==> src/rtl/bfg_pkg.sv <==
// constants, register map and state encoding of the boot flash access guard
// assumes a single pclk domain and a 32-bit apb register port
`default_nettype none

package bfg_pkg;

  // ----------------------------------------------------------------
  // clock and timing
  // ----------------------------------------------------------------
  localparam int unsigned CLK_PERIOD_NS = 8;
  localparam int unsigned LOCK_OP_CYCLES = 1;

  // ----------------------------------------------------------------
  // register byte offsets
  // ----------------------------------------------------------------
  localparam logic [7:0] OFF_CMD = 8'h00;
  localparam logic [7:0] OFF_POINTER = 8'h04;
  localparam logic [7:0] OFF_LOCK_DATA = 8'h08;
  localparam logic [7:0] OFF_STATUS = 8'h0c;
  localparam logic [7:0] OFF_LOCKS = 8'h10;

  // ----------------------------------------------------------------
  // command register fields
  // ----------------------------------------------------------------
  localparam int unsigned CMD_LSB = 0;
  localparam int unsigned CMD_RESUME_BIT = 4;
  localparam logic [1:0] CMD_NONE = 2'h0;
  localparam logic [1:0] CMD_ERASE = 2'h1;
  localparam logic [1:0] CMD_WRITE = 2'h2;
  localparam logic [1:0] CMD_LOCK = 2'h3;

  // ----------------------------------------------------------------
  // status bits
  // ----------------------------------------------------------------
  localparam int unsigned STB_BUSY = 0;
  localparam int unsigned STB_REGION_BUSY = 1;
  localparam int unsigned STB_HALT = 2;
  localparam int unsigned STB_BLOCKED = 3;

  // ----------------------------------------------------------------
  // lock field layout, 1 means unprogrammed
  // ----------------------------------------------------------------
  localparam int unsigned LK_APP_LOWER = 0;
  localparam int unsigned LK_APP_UPPER = 1;
  localparam int unsigned LK_LDR_LOWER = 2;
  localparam int unsigned LK_LDR_UPPER = 3;
  localparam logic [3:0] LOCK_RESET = 4'hf;

  // ----------------------------------------------------------------
  // vectors and states
  // ----------------------------------------------------------------
  localparam logic [14:0] APP_RESET_VECTOR = 15'h0000;

  typedef enum logic [1:0] {
    BFG_IDLE = 2'b00,
    BFG_BUSY = 2'b01
  } bfg_state_t;

endpackage : bfg_pkg

`default_nettype wire

==> src/rtl/bfg_top.sv <==
// boot flash access guard: region stalling, lock checks, pointer latching
// assumes the cpu core reports store and load instructions as one-cycle pulses
// with the word address of the executing code, and apb from the same core
//
// Notes on behaviour
// - op on concurrent region: cpu runs, stalling region stays readable
// - op on stalling region: cpu halted, nothing readable until done
// - two lock fields, application and loader, set independently
// - locks only programmed by software or external port; chip erase clears
// - general write lock never gates store-instruction programming
// - general read/write lock never gates loads or stores
// - app lock 1,1 no limit; 1,0 blocks stores to application region
// - app lock 0,0 blocks stores and loader-code loads of application region
// - app lock 0,1 allows stores, blocks loader-code loads of application
// - load-blocking app modes mask interrupts in app code if vectors in loader
// - loader lock 1,1 no limit; 1,0 blocks stores to loader region
// - loader lock 0,0 blocks stores and app-code loads of loader region
// - loader lock 0,1 allows stores, blocks app-code loads of loader region
// - load-blocking loader modes mask interrupts in loader code if vectors in app
// - reset vector 0x0000 when fuse reads 1, loader start when 0
// - cpu cannot alter fuses; only external programming changes them
// - address from 16-bit pointer: low bits word in page, high bits page
// - target page latched at op start; later pointer writes have no effect
// - lock setting ignores the pointer completely
// - loads address flash bytewise, pointer bit 0 picks the byte
// - store programming starts only from loader code, may target any address
// - region busy flag reads one while concurrent region is blocked
`default_nettype none

module bfg_top #(
  parameter int unsigned PAGE_LOG2 = 6,
  parameter logic [14:0] LOADER_START = 15'h1c00,
  parameter logic [14:0] STALL_START = 15'h1c00,
  parameter int unsigned PROG_TIME_NS = 4000000
) (
  input wire logic pclk,
  input wire logic presetn,
  input wire logic psel,
  input wire logic penable,
  input wire logic pwrite,
  input wire logic [7:0] paddr,
  input wire logic [31:0] pwdata,
  output logic [31:0] prdata,
  output logic pready,
  output logic pslverr,
  input wire logic [14:0] cpu_pc,
  input wire logic flash_store_instr,
  input wire logic load_req,
  input wire logic ivec_in_loader,
  input wire logic reset_vector_select_fuse,
  input wire logic ext_lock_prog,
  input wire logic [3:0] ext_lock_data,
  input wire logic chip_erase,
  output logic cpu_halt,
  output logic concurrent_read_ok,
  output logic stalling_read_ok,
  output logic flash_op_start,
  output logic [1:0] flash_op_kind,
  output logic [14:0] flash_op_page_addr,
  output logic load_valid,
  output logic load_grant,
  output logic [15:0] load_byte_addr,
  output logic irq_disable,
  output logic [14:0] reset_vector
);

  // ----------------------------------------------------------------
  // derived constants
  // ----------------------------------------------------------------
  localparam int unsigned PROG_RAW =
    (PROG_TIME_NS + bfg_pkg::CLK_PERIOD_NS - 1) / bfg_pkg::CLK_PERIOD_NS;
  localparam int unsigned PROG_CYCLES = (PROG_RAW < 1) ? 1 : PROG_RAW;
  localparam logic [31:0] PROG_LOAD = 32'(PROG_CYCLES - 1);

  typedef struct packed {
    bfg_pkg::bfg_state_t st;
    logic [1:0] cmd;
    logic [15:0] ptr;
    logic [3:0] lock_data;
    logic [3:0] locks;
    logic [31:0] cnt;
    logic op_stall;
    logic region_busy;
    logic blocked;
    logic halt;
    logic stall_ok;
    logic op_start;
    logic [1:0] op_kind;
    logic [14:0] op_page;
    logic ld_valid;
    logic ld_grant;
    logic [15:0] ld_addr;
    logic irq_dis;
    logic fuse_seen;
    logic [14:0] rst_vec;
    logic [31:0] rdata;
    logic rdy;
    logic err;
  } bfg_state_vec_t;

  bfg_state_vec_t s_ff;
  bfg_state_vec_t nxt_s;

  // ----------------------------------------------------------------
  // decode helpers
  // ----------------------------------------------------------------
  logic acc;
  logic mapped;
  logic from_ldr;
  logic [14:0] tgt_word;
  logic tgt_ldr;
  logic ld_tgt_ldr;
  logic st_blocked;
  logic ld_blocked;
  logic ld_unreadable;

  assign acc = psel & penable & s_ff.rdy;
  assign mapped = (paddr == bfg_pkg::OFF_CMD) | (paddr == bfg_pkg::OFF_POINTER) |
                  (paddr == bfg_pkg::OFF_LOCK_DATA) | (paddr == bfg_pkg::OFF_STATUS) |
                  (paddr == bfg_pkg::OFF_LOCKS);
  assign from_ldr = cpu_pc >= LOADER_START;
  // page bits of the pointer with word bits forced to zero
  assign tgt_word = {s_ff.ptr[15:PAGE_LOG2+1], PAGE_LOG2'(0)};
  assign tgt_ldr = tgt_word >= LOADER_START;
  assign ld_tgt_ldr = s_ff.ptr[15:1] >= LOADER_START;
  // stores blocked when the region's lower lock bit is programmed
  assign st_blocked = tgt_ldr ? ~s_ff.locks[bfg_pkg::LK_LDR_LOWER]
                              : ~s_ff.locks[bfg_pkg::LK_APP_LOWER];
  // cross-region loads blocked when the upper lock bit is programmed
  assign ld_blocked = (from_ldr & ~ld_tgt_ldr & ~s_ff.locks[bfg_pkg::LK_APP_UPPER]) |
                      (~from_ldr & ld_tgt_ldr & ~s_ff.locks[bfg_pkg::LK_LDR_UPPER]);
  // general lock modes are deliberately not part of either check
  assign ld_unreadable = (s_ff.st == bfg_pkg::BFG_BUSY & s_ff.op_stall) |
                         (s_ff.region_busy & (s_ff.ptr[15:1] < STALL_START));

  // ----------------------------------------------------------------
  // next-state logic
  // ----------------------------------------------------------------
  always_comb begin
    nxt_s = s_ff;
    nxt_s.op_start = 1'b0;
    nxt_s.ld_valid = 1'b0;
    // apb: zero-wait access phase, error on unmapped offsets
    nxt_s.rdy = psel & ~penable;
    nxt_s.err = psel & ~penable & ~mapped;
    nxt_s.rdata = 32'h0000_0000;
    if (psel & ~penable & ~pwrite) begin
      case (paddr)
        bfg_pkg::OFF_CMD: nxt_s.rdata = {30'h0000_0000, s_ff.cmd};
        bfg_pkg::OFF_POINTER: nxt_s.rdata = {16'h0000, s_ff.ptr};
        bfg_pkg::OFF_LOCK_DATA: nxt_s.rdata = {28'h000_0000, s_ff.lock_data};
        bfg_pkg::OFF_STATUS: nxt_s.rdata = {28'h000_0000, s_ff.blocked, s_ff.halt,
                                            s_ff.region_busy,
                                            s_ff.st == bfg_pkg::BFG_BUSY};
        bfg_pkg::OFF_LOCKS: nxt_s.rdata = {28'h000_0000, s_ff.locks};
        default: nxt_s.rdata = 32'h0000_0000;
      endcase
    end
    // apb writes; pointer may change freely while an op runs
    if (acc & pwrite) begin
      case (paddr)
        bfg_pkg::OFF_POINTER: nxt_s.ptr = pwdata[15:0];
        bfg_pkg::OFF_LOCK_DATA: nxt_s.lock_data = pwdata[3:0];
        bfg_pkg::OFF_CMD: begin
          if (s_ff.st == bfg_pkg::BFG_IDLE) begin
            nxt_s.cmd = pwdata[bfg_pkg::CMD_LSB +: 2];
            if (pwdata[bfg_pkg::CMD_RESUME_BIT]) begin
              nxt_s.region_busy = 1'b0;
            end
          end
        end
        default: nxt_s.blocked = s_ff.blocked;
      endcase
    end
    // store instruction sequencing
    case (s_ff.st)
      bfg_pkg::BFG_IDLE: begin
        if (flash_store_instr & from_ldr & (s_ff.cmd != bfg_pkg::CMD_NONE)) begin
          nxt_s.cmd = bfg_pkg::CMD_NONE;
          if (s_ff.cmd == bfg_pkg::CMD_LOCK) begin
            // programs zeros only; pointer plays no part
            nxt_s.locks = nxt_s.locks & s_ff.lock_data;
            nxt_s.blocked = 1'b0;
          end else if (st_blocked) begin
            nxt_s.blocked = 1'b1;
          end else begin
            nxt_s.st = bfg_pkg::BFG_BUSY;
            nxt_s.cnt = PROG_LOAD;
            nxt_s.op_start = 1'b1;
            nxt_s.op_kind = s_ff.cmd;
            nxt_s.op_page = tgt_word;
            nxt_s.op_stall = tgt_word >= STALL_START;
            nxt_s.halt = tgt_word >= STALL_START;
            nxt_s.stall_ok = tgt_word < STALL_START;
            nxt_s.region_busy = 1'b1;
            nxt_s.blocked = 1'b0;
          end
        end
      end
      bfg_pkg::BFG_BUSY: begin
        if (s_ff.cnt == 32'h0000_0000) begin
          nxt_s.st = bfg_pkg::BFG_IDLE;
          nxt_s.halt = 1'b0;
          nxt_s.stall_ok = 1'b1;
          nxt_s.op_stall = 1'b0;
        end else begin
          nxt_s.cnt = s_ff.cnt - 32'h0000_0001;
        end
      end
      default: nxt_s.st = bfg_pkg::BFG_IDLE;
    endcase
    // external programming port; apart from reset, chip erase alone returns locks to ones
    if (chip_erase) begin
      nxt_s.locks = bfg_pkg::LOCK_RESET;
    end
    if (ext_lock_prog) begin
      nxt_s.locks = nxt_s.locks & ext_lock_data;
    end
    // program-memory loads, answered one cycle later
    if (load_req) begin
      nxt_s.ld_valid = 1'b1;
      nxt_s.ld_grant = ~ld_blocked & ~ld_unreadable;
      nxt_s.ld_addr = s_ff.ptr;
    end
    // interrupt masking for load-blocking lock modes
    nxt_s.irq_dis = (~s_ff.locks[bfg_pkg::LK_APP_UPPER] & ivec_in_loader & ~from_ldr) |
                    (~s_ff.locks[bfg_pkg::LK_LDR_UPPER] & ~ivec_in_loader & from_ldr);
    // fuse is sampled once after reset release; no write path exists
    if (~s_ff.fuse_seen) begin
      nxt_s.fuse_seen = 1'b1;
      nxt_s.rst_vec = reset_vector_select_fuse ? bfg_pkg::APP_RESET_VECTOR
                                               : LOADER_START;
    end
  end

  // ----------------------------------------------------------------
  // state register
  // ----------------------------------------------------------------
  always_ff @(posedge pclk or negedge presetn) begin
    if (!presetn) begin
      s_ff <= '0;
      s_ff.st <= bfg_pkg::BFG_IDLE;
      s_ff.locks <= bfg_pkg::LOCK_RESET;
      s_ff.stall_ok <= 1'b1;
      s_ff.rst_vec <= bfg_pkg::APP_RESET_VECTOR;
    end else begin
      s_ff <= nxt_s;
    end
  end

  // ----------------------------------------------------------------
  // outputs straight from the state register
  // ----------------------------------------------------------------
  assign prdata = s_ff.rdata;
  assign pready = s_ff.rdy;
  assign pslverr = s_ff.err;
  assign cpu_halt = s_ff.halt;
  assign concurrent_read_ok = ~s_ff.region_busy;
  assign stalling_read_ok = s_ff.stall_ok;
  assign flash_op_start = s_ff.op_start;
  assign flash_op_kind = s_ff.op_kind;
  assign flash_op_page_addr = s_ff.op_page;
  assign load_valid = s_ff.ld_valid;
  assign load_grant = s_ff.ld_grant;
  assign load_byte_addr = s_ff.ld_addr;
  assign irq_disable = s_ff.irq_dis;
  assign reset_vector = s_ff.rst_vec;

  logic idle_w;
  logic [3:0] locks_w;
  assign idle_w = s_ff.st == bfg_pkg::BFG_IDLE;
  assign locks_w = s_ff.locks;
endmodule : bfg_top

`default_nettype wire

==> config.mk <==
export PLATFORM = sky130hd
export DESIGN_NAME = bfg_top
export DESIGN_NICKNAME = d
export VERILOG_FILES = /design/src/rtl/bfg_pkg.sv /design/src/rtl/bfg_top.sv
export SDC_FILE = /design/constraint.sdc
export NUM_CORES = 1
export LEC_CHECK = 0
export BUFFER_PORTS_ARGS = -buffer_cell sky130_fd_sc_hd__buf_2
export CAP_MARGIN = 15
export CORE_MARGIN = 4
export CORE_UTILIZATION = 48
export DETAILED_ROUTE_END_ITERATION = 7
export PLACE_DENSITY_LB_ADDON = 0.08
export SETUP_SLACK_MARGIN = 0.2
export SYNTH_ARGS = -nofsm -noshare
export SYNTH_HDL_FRONTEND = slang
export SYNTH_SLANG_ARGS = --single-unit
export TNS_END_PERCENT = 1
==> constraint.sdc <==
create_clock -name pclk -period 2.6 [get_ports pclk]
set_input_delay 0.13 -clock pclk [delete_from_list [all_inputs] [get_ports pclk]]
set_output_delay 0.13 -clock pclk [all_outputs]
set_load 0.05 [all_outputs]
==> qor.txt <==
setup repair after global routing missed its margin: true
clock latency of the later-clocked register in the worst-skew pair: 0.41 ns
horizontal die dimension: 117.3 um
instance count after placement with tap cells included: 747
Ports: 159
footprint of the multi-input gates: 0.002315 mm^2
Reg2Reg Capture Point: s_ff[121]$_DFFE_PN0P_
number of sinks on the clock net: 114
biggest area consumer among synthesized cells: sky130_fd_sc_hd__dfrtp_1
drt pass-1 iters: 4
Post-DP HPWL: 8977 um
adder-cell area share of the yosys netlist: 0.4367%
cell chain of the critical path: or4_4 > or4_4 > or3_4 > or4_1 > a21oi_2
Worst Path Buf+Inv: 0
min cycle time layout: 2.433 ns
number of buffer cells added on primary ports: 98
number of enable flip-flop cells after synthesis: 0
post-route ant nets: 0
Worst setup endpoint: s_ff[121]$_DFFE_PN0P_
basic-gate share of the synthesized area counting and, or, nand and nor cells: 16.53%
Hold Fails Final Rpt: 0
met3 global-route usage: 5.707%
count of cell types in the netlist: 56
Synth Flop Type: sky130_fd_sc_hd__dfrtp_1
DRC violation count after routing: 0
worst-path maximum fanout: 3
most used cell along the critical path: sky130_fd_sc_hd__or4_4
VDD IR max: 472.9 uV
Worst-path clk slew: 0.05 ns
netlist area before placement: 0.005730 mm^2
Avg Vias per Cell: 5.445
mean cell area of the mapped netlist: 10.42 um^2
fraction of met1 tracks used by global routing: 27.36%
synthesized-area fraction occupied by ao, oa, aoi and oai cells: 12.07%
final instance count without filler cells: 813
FMAX: 411.0 MHz
total inserted antenna cells: 0
Die Height: 117.3 um
pin count of the biggest net entering global routing: 92
Congestion Overflow GR: 0
minimum setup slack among reg-to-reg paths: 0.17 ns
warning count from the yosys run: 0
delay of the slowest critical-path stage: 0.55 ns
total leakage power: 3.513 nW
main area contributors after synthesis: sky130_fd_sc_hd__dfrtp_1 48%, sky130_fd_sc_hd__buf_4 10%, sky130_fd_sc_hd__mux2_2 7.5%
root buffer cell: sky130_fd_sc_hd__clkbuf_16
GRT Max-Usage Layer: met2
number of buffers created by CTS: 17
aggregate routed wire length: 13360 um
number of cell rows: 39
parity-gate share of the synthesized area counting xor and xnor cells: 0.1528%
TritonCTS clock tree: yes
effective utilization at floorplan: 49.55%
worst min-delay path category: input port to flip-flop
cell depth of the worst flop-to-flop path: 5
standard cell core area: 0.01156 mm^2
area share of the largest cell type after synthesis: 47.60%
sequential element share of the synthesized area: 49.89%
number of antenna violations at the first check in global routing: 0
clock buffer depth: 2
total of fill cells in the finished design: 963
fraction of final layout cells with drive strength greater than 1: 31.64%
max-cap viol count: 0
Critical Path End Type: flip-flop
worst setup path class: flip-flop to flip-flop
# setup viols final: 0
Seq. cell area: 0.002859 mm^2
die footprint: 0.01375 mm^2
status: complete, no violations
area growth from synthesis to layout: 22.95%
post-synthesis cell count: 550
mux cell area share after synthesis: 7.991%
final worst-path cycle share: 93.58%
H-tree Lvls: 4
number of storage elements in the synthesis netlist: 114
cell class contributing the biggest share of worst-path delay: simple AND/OR/NAND/NOR gates
final worst clock skew: 0.01054 ns
Final Slew Violations: 0
Critical Path Start: s_ff[118]$_DFFE_PN0P_
number of global-route vias before repair: 4259
Iteration-0 DRC Markers: 314
Nets: 729
Setup crit start kind: flip-flop
required time worst endpoint: 2.94 ns
ys async rst share: 100.0%
average detailed-routed wire length per instance: 16.44 um
overall via count from detail_route: 4427
PwrDens: 646.8 mW/mm^2
combinational family with the most area after synthesis: simple AND/OR/NAND/NOR gates
worst reg2reg path startpoint: s_ff[118]$_DFFE_PN0P_
Total GRT Usage: 20.35%
Global Route met2 Usage: 31.64%
CP Data Arrival Time: 2.77 ns
setup TNS: 0 ns
CP max stage cell: sky130_fd_sc_hd__or4_4
total stage count of the critical path: 5
routability congestion estimate: 0.8251
first-pass GRT wire length: 21410 um
[report_power, final]
group          total (mW)  internal (mW)  switching (mW)
registers            1.82           1.80          0.0186
logic               0.409          0.130           0.278
clock network        2.33           1.53           0.799
total                4.56           3.46            1.10
[worst min path at each step]
stage                  from                                 to  slack [ns]  depth (start not counted)
finish              penable                  pslverr$_DFF_PN0_        0.02                          3
global route        penable                  pslverr$_DFF_PN0_        0.05                          3
floorplan           presetn       flash_op_kind[0]$_DFFE_PN0P_       -0.17                          0
CTS                 penable                  pslverr$_DFF_PN0_       0.006                          3
global placement    presetn  flash_op_page_addr[9]$_DFFE_PN0P_        0.06                          1
detailed placement  presetn                prdata[7]$_DFF_PN0_        0.06                          1
[cell type report]
class,instances,area share (%)
clock buffers,23,6.500
repair buffers,157,14.97
flip-flops and latches,114,40.58
clock inverters,9,1.865
well taps,143,2.540
multi-input cells,355,32.85
inverters,12,0.6926
[cell families (layout without fill, tap and decap cells)]
| family | Yosys count | in the layout |
|---|---|---|
| AO/OA/AOI/OAI | 104 | 104 |
| AND/OR/NAND/NOR | 172 | 172 |
| multiplexers | 41 | 41 |
| buffers and inverters | 114 | 201 |
| flip-flops | 114 | 114 |
| XOR/XNOR | 1 | 1 |
| other | 2 | 35 |
| adder cells (fa/ha/maj) | 2 | 2 |
[synthesized netlist by cell type, drive strengths merged (4+ instances only)]
cell type / count
a21oi: 32
a22oi: 4
and2: 13
and3: 4
buf: 87
clkbuf: 15
dfrtp: 109
dfstp: 5
inv: 11
mux2: 38
nand2: 52
nand2b: 5
nand3: 12
nand4b: 4
nor2: 14
nor2b: 7
nor3: 10
nor4: 4
o211ai: 4
o21ai: 17
o31ai: 23
or3: 9
or4: 24
[per-stage QoR]
step	cell area, um^2	power, mW	worst slack (ns)	hold slack, ns	util (%)
3_5_place_dp	6077	2.207	0.05169	0.06393	52.55
5_1_grt	7046	4.747	0.1234	0.04578	60.92
4_1_cts	7007	4.607	0.1913	0.006490	60.59
3_3_place_gp	6077	2.203	0.08003	0.06207	52.55
2_1_floorplan	5861	2.132	0.1649	-0.1656	-
6_report	7046	4.557	0.1668	0.02460	60.92
[state kept, by name, indices dropped and copies added (netlist names)]
| register | flops |
|---|---|
| prdata | 16 |
| load_valid | 1 |
| stalling_read_ok | 1 |
| load_grant | 1 |
| reset_vector | 1 |
| irq_disable | 1 |
| s_ff | 59 |
| flash_op_kind | 2 |
| locks_w | 4 |
| flash_op_page_addr | 9 |
| pslverr | 1 |
| load_byte_addr | 16 |
| flash_op_start | 1 |
| pready | 1 |
[metal layers]
layer	part of all wire, %	routed length, um	vias up
li1	-	-	2085
met1	45	6031	2181
met2	48	6431	145
met3	5.6	749	16
met4	1.1	151	0
met5	0	0	-
[cells in the final DEF (no fill, tap or decap), types with 4 or more instances in the layout]
cell type	n
sky130_fd_sc_hd__a22oi_1	4
sky130_fd_sc_hd__a21oi_1	31
sky130_fd_sc_hd__or4_4	4
sky130_fd_sc_hd__dlygate4sd3_1	31
sky130_fd_sc_hd__dfrtp_1	109
sky130_fd_sc_hd__nor2b_1	7
sky130_fd_sc_hd__conb_1	35
sky130_fd_sc_hd__nor2_1	14
sky130_fd_sc_hd__clkinvlp_4	4
sky130_fd_sc_hd__nand4b_1	4
sky130_fd_sc_hd__o21ai_0	17
sky130_fd_sc_hd__nor3_1	9
sky130_fd_sc_hd__nand3_1	12
sky130_fd_sc_hd__mux2_2	38
sky130_fd_sc_hd__nand2b_1	5
sky130_fd_sc_hd__or3_1	7
sky130_fd_sc_hd__and3_1	4
sky130_fd_sc_hd__o31ai_1	23
sky130_fd_sc_hd__inv_1	11
sky130_fd_sc_hd__nand2_1	52
sky130_fd_sc_hd__clkbuf_1	5
sky130_fd_sc_hd__buf_4	25
sky130_fd_sc_hd__dfstp_2	5
sky130_fd_sc_hd__buf_2	97
sky130_fd_sc_hd__o211ai_1	4
sky130_fd_sc_hd__or4_1	20
sky130_fd_sc_hd__clkbuf_16	17
sky130_fd_sc_hd__and2_1	13
[worst min-delay path, delay by kind of cell]
kind / cells / cell delay, ns
and+or+nand+nor: 1 / 0.13
AOI/OAI and AO/OA: 1 / 0.05
buffers and inverters: 1 / 0.09
[what timing repair did]
item,in CTS,in global routing
gates resized for setup,2,9
setup endpoints to repair,4,35
buffers inserted,3,0
hold buffers,31,0
pin swaps,2,0
endpoints found under the hold margin,50,0
Power figures use the tool's default switching activity.
